<file path="src/design/uart_pkg.sv">
package uart_pkg;
	localparam int DATA_W = 8;
	localparam int FIFO_DEPTH = 16;
	localparam int BAUD_W = 8;
	localparam int SEL_W = 3;
	localparam int CLK_PERIOD_NS = 100;
	// data bits per frame, ninth bit included in the long framing
	localparam logic [3:0] FRAME_BITS_8 = 4'h8;
	localparam logic [3:0] FRAME_BITS_9 = 4'h9;
	// frame length select: cleared is 8-bit framing
	localparam logic FRAME_SEL_8BIT = 1'b0;
	localparam logic LINE_IDLE = 1'b1;
	localparam logic [BAUD_W-1:0] BAUD_CNT_MAX = 8'hff;
	localparam logic [BAUD_W-1:0] BAUD_CNT_RESET = 8'h00;
	// shared prescaler counts 0..47, serves the /4, /12 and /48 taps
	localparam logic [5:0] PRESCALE_LAST = 6'h2f;
	localparam logic [5:0] DIV12_MOD = 6'h0c;
	localparam logic [5:0] DIV12_LAST = 6'h0b;
	localparam logic [1:0] DIV4_LAST = 2'h3;
	localparam logic [2:0] EXT_OSC_LAST = 3'h7;
	// baud timer clock source codes
	localparam logic [SEL_W-1:0] SRC_SYS = 3'h0;
	localparam logic [SEL_W-1:0] SRC_DIV4 = 3'h1;
	localparam logic [SEL_W-1:0] SRC_DIV12 = 3'h2;
	localparam logic [SEL_W-1:0] SRC_DIV48 = 3'h3;
	localparam logic [SEL_W-1:0] SRC_EXT_OSC8 = 3'h4;
	localparam logic [SEL_W-1:0] SRC_EXT_PIN = 3'h5;
	typedef enum logic [2:0] {TX_IDLE, TX_WAIT, TX_START, TX_DATA, TX_STOP} tx_state_t;
	typedef enum logic [1:0] {RX_IDLE, RX_START, RX_DATA, RX_STOP} rx_state_t;
endpackage

</file>
<file path="src/design/baud_timer.sv">
module baud_timer (
	input wire logic ref_clk_in,
	input wire logic resetn_in,
	input wire logic timer_enable_in,
	input wire logic [uart_pkg::BAUD_W-1:0] reload_in,
	input wire logic [uart_pkg::SEL_W-1:0] clock_select_in,
	input wire logic ext_osc_tick_in,
	input wire logic ext_count_input_in,
	input wire logic rx_force_reload_in,
	output logic tx_ovf_out,
	output logic rx_ovf_out
);
	import uart_pkg::*;
	typedef struct packed {
		logic [5:0] pre;
		logic [2:0] osc;
		logic ext_prev;
		logic [BAUD_W-1:0] tx_cnt;
		logic [BAUD_W-1:0] rx_cnt;
		logic tx_ovf;
		logic rx_ovf;
	} baud_state_t;
	baud_state_t st_ff;
	baud_state_t nxt_st;
	logic tick;
	function automatic logic src_tick(input logic [SEL_W-1:0] sel, input logic [5:0] pre,
			input logic osc_wrap, input logic ext_fall);
		case (sel)
			SRC_SYS: src_tick = 1'b1;
			SRC_DIV4: src_tick = pre[1:0] == DIV4_LAST;
			SRC_DIV12: src_tick = (pre % DIV12_MOD) == DIV12_LAST;
			SRC_DIV48: src_tick = pre == PRESCALE_LAST;
			SRC_EXT_OSC8: src_tick = osc_wrap;
			SRC_EXT_PIN: src_tick = ext_fall;
			default: src_tick = 1'b0;
		endcase
	endfunction
	always_comb begin
		nxt_st = st_ff;
		nxt_st.tx_ovf = 1'b0;
		nxt_st.rx_ovf = 1'b0;
		nxt_st.pre = (st_ff.pre == PRESCALE_LAST) ? '0 : 6'(st_ff.pre + 1'b1);
		if (ext_osc_tick_in) begin
			nxt_st.osc = 3'(st_ff.osc + 1'b1);
		end
		nxt_st.ext_prev = ext_count_input_in;
		tick = timer_enable_in && src_tick(clock_select_in, st_ff.pre,
			ext_osc_tick_in && st_ff.osc == EXT_OSC_LAST, st_ff.ext_prev && !ext_count_input_in);
		if (tick) begin
			// overflow every 256 minus reload ticks
			if (st_ff.tx_cnt == BAUD_CNT_MAX) begin
				nxt_st.tx_cnt = reload_in;
				nxt_st.tx_ovf = 1'b1;
			end else begin
				nxt_st.tx_cnt = BAUD_W'(st_ff.tx_cnt + 1'b1);
			end
			if (st_ff.rx_cnt == BAUD_CNT_MAX) begin
				nxt_st.rx_cnt = reload_in;
				nxt_st.rx_ovf = 1'b1;
			end else begin
				nxt_st.rx_cnt = BAUD_W'(st_ff.rx_cnt + 1'b1);
			end
		end
		// start edge realigns the receive copy only
		if (timer_enable_in && rx_force_reload_in) begin
			nxt_st.rx_cnt = reload_in;
			nxt_st.rx_ovf = 1'b0;
		end
		if (!resetn_in) begin
			nxt_st = '0;
			nxt_st.tx_cnt = BAUD_CNT_RESET;
			nxt_st.rx_cnt = BAUD_CNT_RESET;
		end
	end
	always_ff @(posedge ref_clk_in) begin
		st_ff <= nxt_st;
	end
	assign tx_ovf_out = st_ff.tx_ovf;
	assign rx_ovf_out = st_ff.rx_ovf;
endmodule

</file>
<file path="src/design/byte_fifo.sv">
module byte_fifo #(
	parameter int WIDTH = uart_pkg::DATA_W,
	parameter int DEPTH = uart_pkg::FIFO_DEPTH
) (
	input wire logic ref_clk_in,
	input wire logic resetn_in,
	input wire logic in_valid_in,
	input wire logic [WIDTH-1:0] in_data_in,
	output logic in_ready_out,
	output logic out_valid_out,
	output logic [WIDTH-1:0] out_data_out,
	input wire logic out_ready_in
);
	import uart_pkg::*;
	localparam int AW = $clog2(DEPTH);
	typedef struct packed {
		logic [DEPTH-1:0][WIDTH-1:0] mem;
		logic [AW-1:0] wr;
		logic [AW-1:0] rd;
		logic [AW:0] count;
		logic in_ready;
	} fifo_state_t;
	fifo_state_t st_ff;
	fifo_state_t nxt_st;
	logic push;
	logic pop;
	always_comb begin
		nxt_st = st_ff;
		push = in_valid_in && st_ff.in_ready;
		pop = out_valid_out && out_ready_in;
		if (push) begin
			nxt_st.mem[st_ff.wr] = in_data_in;
			nxt_st.wr = AW'(st_ff.wr + 1'b1);
		end
		if (pop) begin
			nxt_st.rd = AW'(st_ff.rd + 1'b1);
		end
		nxt_st.count = (AW+1)'(st_ff.count + push - pop);
		// ready is registered so the source sees back-pressure from a flop
		nxt_st.in_ready = nxt_st.count != (AW+1)'(DEPTH);
		if (!resetn_in) begin
			nxt_st = '0;
			nxt_st.in_ready = 1'b1;
		end
	end
	always_ff @(posedge ref_clk_in) begin
		st_ff <= nxt_st;
	end
	assign in_ready_out = st_ff.in_ready;
	assign out_valid_out = st_ff.count != '0;
	assign out_data_out = st_ff.mem[st_ff.rd];
endmodule

</file>
<file path="src/design/serial_port.sv">
module serial_port (
	input wire logic ref_clk_in,
	input wire logic resetn_in,
	input wire logic tx_write_in,
	input wire logic [uart_pkg::DATA_W-1:0] tx_write_data_in,
	output logic tx_ready_out,
	output logic [uart_pkg::DATA_W-1:0] rx_data_out,
	input wire logic frame_length_select_in,
	input wire logic address_filter_enable_in,
	input wire logic rx_enable_in,
	input wire logic tx_extra_bit_in,
	input wire logic serial_irq_enable_in,
	input wire logic tx_done_clr_in,
	input wire logic rx_done_clr_in,
	output logic tx_done_flag_out,
	output logic rx_done_flag_out,
	output logic rx_extra_bit_out,
	output logic serial_irq_out,
	input wire logic timer_enable_in,
	input wire logic [uart_pkg::BAUD_W-1:0] baud_reload_value_in,
	input wire logic [uart_pkg::SEL_W-1:0] baud_clock_select_in,
	input wire logic ext_osc_tick_in,
	input wire logic ext_count_input_in,
	input wire logic serial_in_pin_in,
	output logic serial_out_pin_out
);
	import uart_pkg::*;

	typedef struct packed {
		tx_state_t tx_state;
		logic [8:0] tx_shift;
		logic [3:0] tx_bits;
		logic tx_nine;
		logic tx_half;
		logic serial_out;
		logic tx_done;
		rx_state_t rx_state;
		logic [8:0] rx_shift;
		logic [3:0] rx_bits;
		logic rx_nine;
		logic rx_half;
		logic rx_prev;
		logic [DATA_W-1:0] rx_buf;
		logic rx_extra;
		logic rx_done;
		logic irq;
	} port_state_t;

	port_state_t st_ff;
	port_state_t nxt_st;
	logic tx_ovf;
	logic rx_ovf;
	logic rx_force;
	logic fifo_valid;
	logic fifo_ready;
	logic [DATA_W-1:0] fifo_data;
	logic tx_tick;
	logic rx_sample;
	logic rx_ninth;
	logic rx_accept;

	// writes land in the holding fifo; nothing reads the transmit side back
	byte_fifo #(
		.WIDTH(DATA_W),
		.DEPTH(FIFO_DEPTH)
	) tx_hold (
		.ref_clk_in(ref_clk_in),
		.resetn_in(resetn_in),
		.in_valid_in(tx_write_in),
		.in_data_in(tx_write_data_in),
		.in_ready_out(tx_ready_out),
		.out_valid_out(fifo_valid),
		.out_data_out(fifo_data),
		.out_ready_in(fifo_ready)
	);

	baud_timer baud (
		.ref_clk_in(ref_clk_in),
		.resetn_in(resetn_in),
		.timer_enable_in(timer_enable_in),
		.reload_in(baud_reload_value_in),
		.clock_select_in(baud_clock_select_in),
		.ext_osc_tick_in(ext_osc_tick_in),
		.ext_count_input_in(ext_count_input_in),
		.rx_force_reload_in(rx_force),
		.tx_ovf_out(tx_ovf),
		.rx_ovf_out(rx_ovf)
	);

	// falling edge on an idle, enabled line is a start
	assign rx_force = st_ff.rx_state == RX_IDLE && rx_enable_in && st_ff.rx_prev && !serial_in_pin_in;
	assign fifo_ready = st_ff.tx_state == TX_IDLE;

	always_comb begin
		nxt_st = st_ff;
		// one bit time is two overflows
		tx_tick = tx_ovf && st_ff.tx_half;
		rx_sample = rx_ovf && !st_ff.rx_half;
		rx_ninth = 1'b0;
		rx_accept = 1'b0;
		if (tx_ovf) begin
			nxt_st.tx_half = !st_ff.tx_half;
		end
		if (rx_ovf) begin
			nxt_st.rx_half = !st_ff.rx_half;
		end
		nxt_st.rx_prev = serial_in_pin_in;
		// clears first so a same-cycle hardware set wins
		if (tx_done_clr_in) begin
			nxt_st.tx_done = 1'b0;
		end
		if (rx_done_clr_in) begin
			nxt_st.rx_done = 1'b0;
		end

		case (st_ff.tx_state)
			TX_IDLE: begin
				if (fifo_valid) begin
					nxt_st.tx_shift = {tx_extra_bit_in, fifo_data};
					nxt_st.tx_nine = frame_length_select_in != FRAME_SEL_8BIT;
					nxt_st.tx_bits = '0;
					nxt_st.tx_state = TX_WAIT;
				end
			end
			TX_WAIT: begin
				// wait for a bit boundary so the start bit is full length
				if (tx_tick) begin
					nxt_st.serial_out = 1'b0;
					nxt_st.tx_state = TX_START;
				end
			end
			TX_START: begin
				if (tx_tick) begin
					nxt_st.serial_out = st_ff.tx_shift[0];
					nxt_st.tx_shift = {1'b0, st_ff.tx_shift[8:1]};
					nxt_st.tx_bits = 4'h1;
					nxt_st.tx_state = TX_DATA;
				end
			end
			TX_DATA: begin
				if (tx_tick) begin
					if (st_ff.tx_bits == (st_ff.tx_nine ? FRAME_BITS_9 : FRAME_BITS_8)) begin
						nxt_st.serial_out = LINE_IDLE;
						nxt_st.tx_done = 1'b1;
						nxt_st.tx_state = TX_STOP;
					end else begin
						nxt_st.serial_out = st_ff.tx_shift[0];
						nxt_st.tx_shift = {1'b0, st_ff.tx_shift[8:1]};
						nxt_st.tx_bits = 4'(st_ff.tx_bits + 1'b1);
					end
				end
			end
			TX_STOP: begin
				if (tx_tick) begin
					nxt_st.tx_state = TX_IDLE;
				end
			end
			default: nxt_st.tx_state = TX_IDLE;
		endcase

		case (st_ff.rx_state)
			RX_IDLE: begin
				if (rx_force) begin
					nxt_st.rx_half = 1'b0;
					nxt_st.rx_bits = '0;
					nxt_st.rx_nine = frame_length_select_in != FRAME_SEL_8BIT;
					nxt_st.rx_state = RX_START;
				end
			end
			RX_START: begin
				// a glitch that is high again at mid-bit is no start
				if (rx_sample) begin
					nxt_st.rx_state = serial_in_pin_in ? RX_IDLE : RX_DATA;
				end
			end
			RX_DATA: begin
				// shift register is apart from the buffer, so a held byte survives
				if (rx_sample) begin
					nxt_st.rx_shift[st_ff.rx_bits] = serial_in_pin_in;
					nxt_st.rx_bits = 4'(st_ff.rx_bits + 1'b1);
					if (4'(st_ff.rx_bits + 1'b1) == (st_ff.rx_nine ? FRAME_BITS_9 : FRAME_BITS_8)) begin
						nxt_st.rx_state = RX_STOP;
					end
				end
			end
			RX_STOP: begin
				if (rx_sample) begin
					// stop bit is the extra bit in short frames, ignored in long ones
					rx_ninth = st_ff.rx_nine ? st_ff.rx_shift[8] : serial_in_pin_in;
					rx_accept = !st_ff.rx_done && (!address_filter_enable_in || rx_ninth);
					if (rx_accept) begin
						nxt_st.rx_buf = st_ff.rx_shift[7:0];
						nxt_st.rx_extra = rx_ninth;
						nxt_st.rx_done = 1'b1;
					end
					// overrun: buffer untouched, new character simply dropped
					nxt_st.rx_state = RX_IDLE;
				end
			end
			default: nxt_st.rx_state = RX_IDLE;
		endcase

		nxt_st.irq = serial_irq_enable_in && (nxt_st.tx_done || nxt_st.rx_done);

		if (!resetn_in) begin
			nxt_st = '0;
			nxt_st.tx_state = TX_IDLE;
			nxt_st.rx_state = RX_IDLE;
			nxt_st.serial_out = LINE_IDLE;
			nxt_st.rx_prev = LINE_IDLE;
		end
	end

	always_ff @(posedge ref_clk_in) begin
		st_ff <= nxt_st;
	end

	assign rx_data_out = st_ff.rx_buf;
	assign tx_done_flag_out = st_ff.tx_done;
	assign rx_done_flag_out = st_ff.rx_done;
	assign rx_extra_bit_out = st_ff.rx_extra;
	assign serial_irq_out = st_ff.irq;
	assign serial_out_pin_out = st_ff.serial_out;
endmodule

</file>
<file path="config.mk">
export PLATFORM = sky130hd
export DESIGN_NAME = serial_port
export DESIGN_NICKNAME = d
export VERILOG_FILES = /design/src/design/uart_pkg.sv /design/src/design/baud_timer.sv /design/src/design/byte_fifo.sv /design/src/design/serial_port.sv
export SDC_FILE = /design/constraint.sdc
export NUM_CORES = 1
export LEC_CHECK = 0
export BUFFER_PORTS_ARGS = -buffer_cell sky130_fd_sc_hd__clkbuf_2
export CORE_ASPECT_RATIO = 0.6
export CORE_UTILIZATION = 40
export CTS_BUF_LIST = sky130_fd_sc_hd__clkbuf_2 sky130_fd_sc_hd__clkbuf_4 sky130_fd_sc_hd__clkbuf_8
export DETAILED_ROUTE_END_ITERATION = 10
export HOLD_SLACK_MARGIN = 0.1
export SLEW_MARGIN = 5
export SYNTH_ARGS = -nofsm -noshare
export SYNTH_HDL_FRONTEND = slang
export SYNTH_SLANG_ARGS = --single-unit
</file>
<file path="constraint.sdc">
create_clock -name ref_clk_in -period 3.93 [get_ports ref_clk_in]
set_clock_uncertainty 0.05 [all_clocks]
set_input_delay 0.786 -clock ref_clk_in [delete_from_list [all_inputs] [get_ports ref_clk_in]]
set_output_delay 0.786 -clock ref_clk_in [all_outputs]
set_load 0.005 [all_outputs]
</file>
# Yosys cells after proc, flatten, opt, wreduce, memory -nomap -nowiden
# Cells that the tools add are included.
# word_totals
regBits	219
elab_cells	188
# op_classes
addsub	10
div_mod_pow	1
magnitude_cmp	5
eq_ne	33
n_mux	50
bitwise_logic	2
reduce_logical	43
# op_table
op	n
128-bit bitwise mux	1
8-bit 2-to-1 mux	5
13-bit case mux with 3 select lines	1
8-bit binary-select mux with 4-bit select	1
8-bit demux with 4-bit select	1
16-bit 2-to-1 mux	2
2-bit inequality test, second input constant	10
1-bit 2-to-1 mux	18
17-bit 2-to-1 mux	1
4-bit by 1-bit adder with 4-bit output, second input constant	4
8-bit by 1-bit adder with 8-bit output, second input constant	2
8-bit == test, second input constant	2
1-bit logical AND	15
4-bit by 5-bit less-than comparator with 1-bit output, second input constant	3
15-bit 2-to-1 mux	1
3-bit case mux with 5 select lines	1
13-bit 2-to-1 mux	1
3-bit by 2-bit == test with 1-bit output, second input constant	4
3-bit == test, second input constant	4
2-bit 2-to-1 mux	6
10-bit 2-to-1 mux	1
5-bit AND reduction	2
9-bit bitwise mux	1
3-bit 2-to-1 mux	3
34 further kinds	54

# Longest topological paths before layout
# depth
ltp_word	8
mapped_depth	16

# Cells and area by module
# Synthesis repeated with hierarchy kept, for this count alone.
# unflattened
hier_cells	1192
hier_area_um2	11015.6
# by_module_without_submodules
module	n_inst	cells_per_inst	area_each_um2	seq_area_each_um2
byte_fifo	1	730	6917.9	2842.7
serial_port	1	261	2336.0	980.9
baud_timer	1	201	1761.7	560.5

# Worst setup path after synthesis
# No wires, ideal clock.
# synth_timing
path_kind	register -> register
startpoint	register tx_hold.st_ff[4] (netlist name)
endpoint	register tx_hold.st_ff, in the netlist tx_hold.in_ready_out
setup_ps	141
t_arrival_ps	2734
setup_slack_ps	1006
path_stages_with_launch	17
path_buffers	2
synth_period_minus_slack_ps	2924
cell_sequence	dfxtp_1 > inv_1 > ha_1 > or4b_1 > buf_2 > and3b_1 > buf_6 > ha_1 > inv_1 > ha_1 > inv_1 > fa_1 > inv_1 > a21oi_1 > o21bai_1 > xnor2_1 > nand4_1
# synth_via
elab_chain_len	4
# synth_lines
element	line_no	source
from (decl)	byte_fifo.sv:23	fifo_state_t st_ff;
from (signal assigned)	byte_fifo.sv:47	st_ff <= nxt_st;
5-bit nonzero test	byte_fifo.sv:50	assign out_valid_out = st_ff.count != '0;
1-bit logical AND	byte_fifo.sv:30	pop = out_valid_out && out_ready_in;
net tx_hold.pop	byte_fifo.sv:26	logic pop;
5-bit by 1-bit subtractor with 5-bit output	byte_fifo.sv:38	nxt_st.count = (AW+1)'(st_ff.count + push - pop);
5-bit inequality test	byte_fifo.sv:40	nxt_st.in_ready = nxt_st.count != (AW+1)'(DEPTH);
# The timed path passes the listed nets, and every way through them passes these cells.
# A chain may end at the register's enable or synchronous reset.

# Worst setup path after layout
# layout_timing
startpoint	register tx_hold.st_ff[4] (netlist name)
endpoint	register tx_hold.st_ff, in the netlist tx_hold.in_ready_out
# layout_via
elab_chain_len	4
# layout_lines
element	line_no
branches (longest 2 deep; another with 5-bit by 1-bit adder with 5-bit output)	-
5-bit by 1-bit subtractor with 5-bit output (*)	byte_fifo.sv:38
5-bit inequality test (*)	byte_fifo.sv:40
# Every way passes the cells marked *.

==> impl_results.md <==
- Status: finished clean
- Synth top area cells: dfxtp_1 42%, a21oi_1 7.0%, mux4_2 7.0%, o21ai_0 5.7%, nand2_1 5.4%
- Tcrit/Tclk final: 79.60%
- Vias: 8875
- RSZ-0062 raised after global routing: no
- Ys Warns: 0
- Initial antenna violation count: 0
- CP max FO: 9
- Initial Utilization: 40.89%
- Pleak: 0.004245 µW
- Hold buffers post-CTS: 0
- # DRC: 0
- Syn Nets: 1249
- GRT Resource Usage Total: 21.80%
- Ports: 47
- Share of layout cells above drive strength 1: 14.39%
- Post-DP HPWL: 18830 µm
- Worst hold path class: reg2reg
- Final setup viols: 0
- Row cnt: 45
- Initial DRC count: 910
- Number of synthesized flops with an enable pin: 0
- Post-synth ARST share: 0%
- Slowest cell on crit path: or4b_1
- Vias in the first global route: 8183
- Crit path top cell by count: inv_1
- Core footprint: 25340 µm²
- Min cycle time layout: 3128 ps
- RePlAce Congestion: 0.8495
- PortBufs: 46
- Worst Tran Pin Value: 1139 ps
- Sink Count: 219
- Clock buffer count from CTS: 35
- Synth area leader: dfxtp_1
- Clock Tree Buf Depth: 3
- Max-slew headroom: 23.93%
- Filler Cells Inserted: 2502
- Distinct cells, synth: 62
- Main synth FF type: dfxtp_1
- Die Ht: 126.7 µm
- Pre-Repair DR Iteration Count: 6
- Area growth syn-to-layout: 11.36%
- Total of max-cap violations: 0
- CTS Root Buffer Type: clkbuf_8
- Register area share after synthesis: 42.32%
- H-Tree Depth: 2
- F_max: 319.7 MHz
- Fin Hold WS: 407.0 ps
- Worst-path cell chain: inv_1, ha_1, or4b_1, and3b_1, ha_1, inv_1, ha_1, inv_1, fa_1, inv_1, a21oi_1, o21bai_1, xnor2_1, nand4_1
- Clock transition at path regs: 60 ps
- CP Data Required Time: 4260 ps
- ANT cells: 0
- CTS tree: yes
- Post-DR wirelength/cell: 18.34 µm
- First-pass GRT wire length: 46200 µm
- CP peak stage delay: 470 ps
- Final setup TNS: 0 ps
- Power per cell area: 500.1 nW/µm²
- Yosys reg bits: 219
- Final ANT Viol Nets: 0
- Via density: 5.718
- Slew Limit Fails: 0
- Worst IR drop on VDD: 0.2348 mV
- Setup bufs post-CTS: 0
- Mapped Avg Cell Area: 8.713 µm²
- Grt total ovfl: 0
- Width of the die: 209.8 µm
- Post-Synthesis Cells: 1189
- Yosys top cell area share: 42.32%
- Die area: 26570 µm²
- Final hold violation count: 0
- Final #Nets: 1263
- CTS resizes: 0
- Routed wire length: 28460 µm
- WP data arrival: 3460 ps
- Worst-Skew Late Latency: 530 ps
- Critical path class: reg2reg
- Largest net degree at the start of global routing: 125
- Worst Setup End Kind: flip-flop
- Cell Area, Synth: 10360 µm²
- CP startpoint kind: flip-flop
final timing paths:
kind,slack (ps),cells past startpoint,to,from
max,800,14,tx_hold.in_ready_out$_SDFF_PN1_,tx_hold.st_ff[4]$_SDFF_PN0_
min,410,2,st_ff[19]$_SDFFE_PN0P_,st_ff[19]$_SDFFE_PN0P_
max reg2reg,800,14,tx_hold.in_ready_out$_SDFF_PN1_,tx_hold.st_ff[4]$_SDFF_PN0_
min reg2reg,410,2,st_ff[19]$_SDFFE_PN0P_,st_ff[19]$_SDFFE_PN0P_
metal layers:
layer | track usage [%] | vias up | share of wire (%)
li1 | - | 4259 | -
met1 | 35.46 | 4244 | 53
met2 | 27.71 | 335 | 38
met3 | 5.199 | 37 | 8.0
met4 | 5.281 | 0 | 1.5
met5 | 0 | - | 0
sequential cells by signal, indices dropped and copies added (netlist names):
signal	flops
tx_hold.st_ff	141
st_ff	36
baud.st_ff	26
rx_data_out	8
baud.rx_ovf_out	1
baud.tx_ovf_out	1
rx_done_flag_out	1
rx_extra_bit_out	1
serial_irq_out	1
serial_out_pin_out	1
tx_done_flag_out	1
tx_hold.in_ready_out	1
power breakdown:
part           total, µW  internal [µW]  leakage, µW  switching (µW)
registers           2450           2340      0.00177             106
logic               1220            479      0.00208             742
clock network       2100           1190     0.000392             912
total               5770           4010      0.00425            1760
critical path: cells and delay by family, from the launching register on:
kind,cells,cell delay [ps]
XOR/XNOR,1,150
flip-flops,1,320
AND/OR/NAND/NOR,3,930
adder cells (fa/ha/maj),4,1040
buffers and inverters,4,280
AO/OA/AOI/OAI,2,210
final cells by class:
cell class	instances	area, µm²	area share, %
flip-flops and latches	219	4385	38.01
multi-input cells	853	5478	47.48
inverters	26	102.6	0.8893
clock buffers	54	699.4	6.062
repair buffers	68	420.4	3.644
clock inverters	3	40.04	0.3470
well taps	329	411.6	3.568
cell usage in the layout (no fill, tap or decap), drive strengths merged, types with 26 or more instances in the layout:
master  count
dfxtp     219
nand2     148
a21oi     145
o21ai     122
nor2      102
clkbuf    100
mux2i      55
nand4      51
mux4       32
ha         26
inv        26
cell usage after synthesis (3+ instances only):
cell	count
dfxtp_1	219
nand2_1	148
a21oi_1	145
o21ai_0	118
nor2_1	102
clkbuf_1	63
mux2i_1	55
nand4_1	51
mux4_2	32
ha_1	26
inv_1	26
nand3_1	23
and2_1	13
xnor2_1	13
nor3_1	12
buf_2	11
nand2b_1	10
buf_4	8
or3_1	8
xor2_1	8
buf_1	7
nor4_1	6
and3_1	5
o31ai_1	5
o32ai_1	5
a211oi_1	4
a21boi_0	4
mux2_2	4
o211ai_1	4
o21ai_2	4
a2111oi_0	3
nor2b_1	3
o221a_2	3
o22ai_1	3
logic make-up after synthesis:
logic type      count (synthesis)  share of synthesized area [%]
mux                            91                          12.71
simple gates                  399                          18.06
flops                         219                          42.32
buf+inv                       117                          4.807
fa+ha+maj                      27                          3.333
compound gates                315                          17.01
xor+xnor                       21                          1.775
stage by stage:
stage	instances	util, %	setup WS, ps	power, µW	cell area [µm²]
global route	1552	45.54	603.4	6064	11540
detailed placement	1495	42.62	834.8	3706	10800
CTS	1552	45.54	828.2	5825	11540
finish	1552	45.54	801.6	5770	11540
global placement	1495	42.62	914.5	3690	10800
floorplan	1189	-	1006	3383	10360
Note: power is estimated with default switching activity, not from simulation.
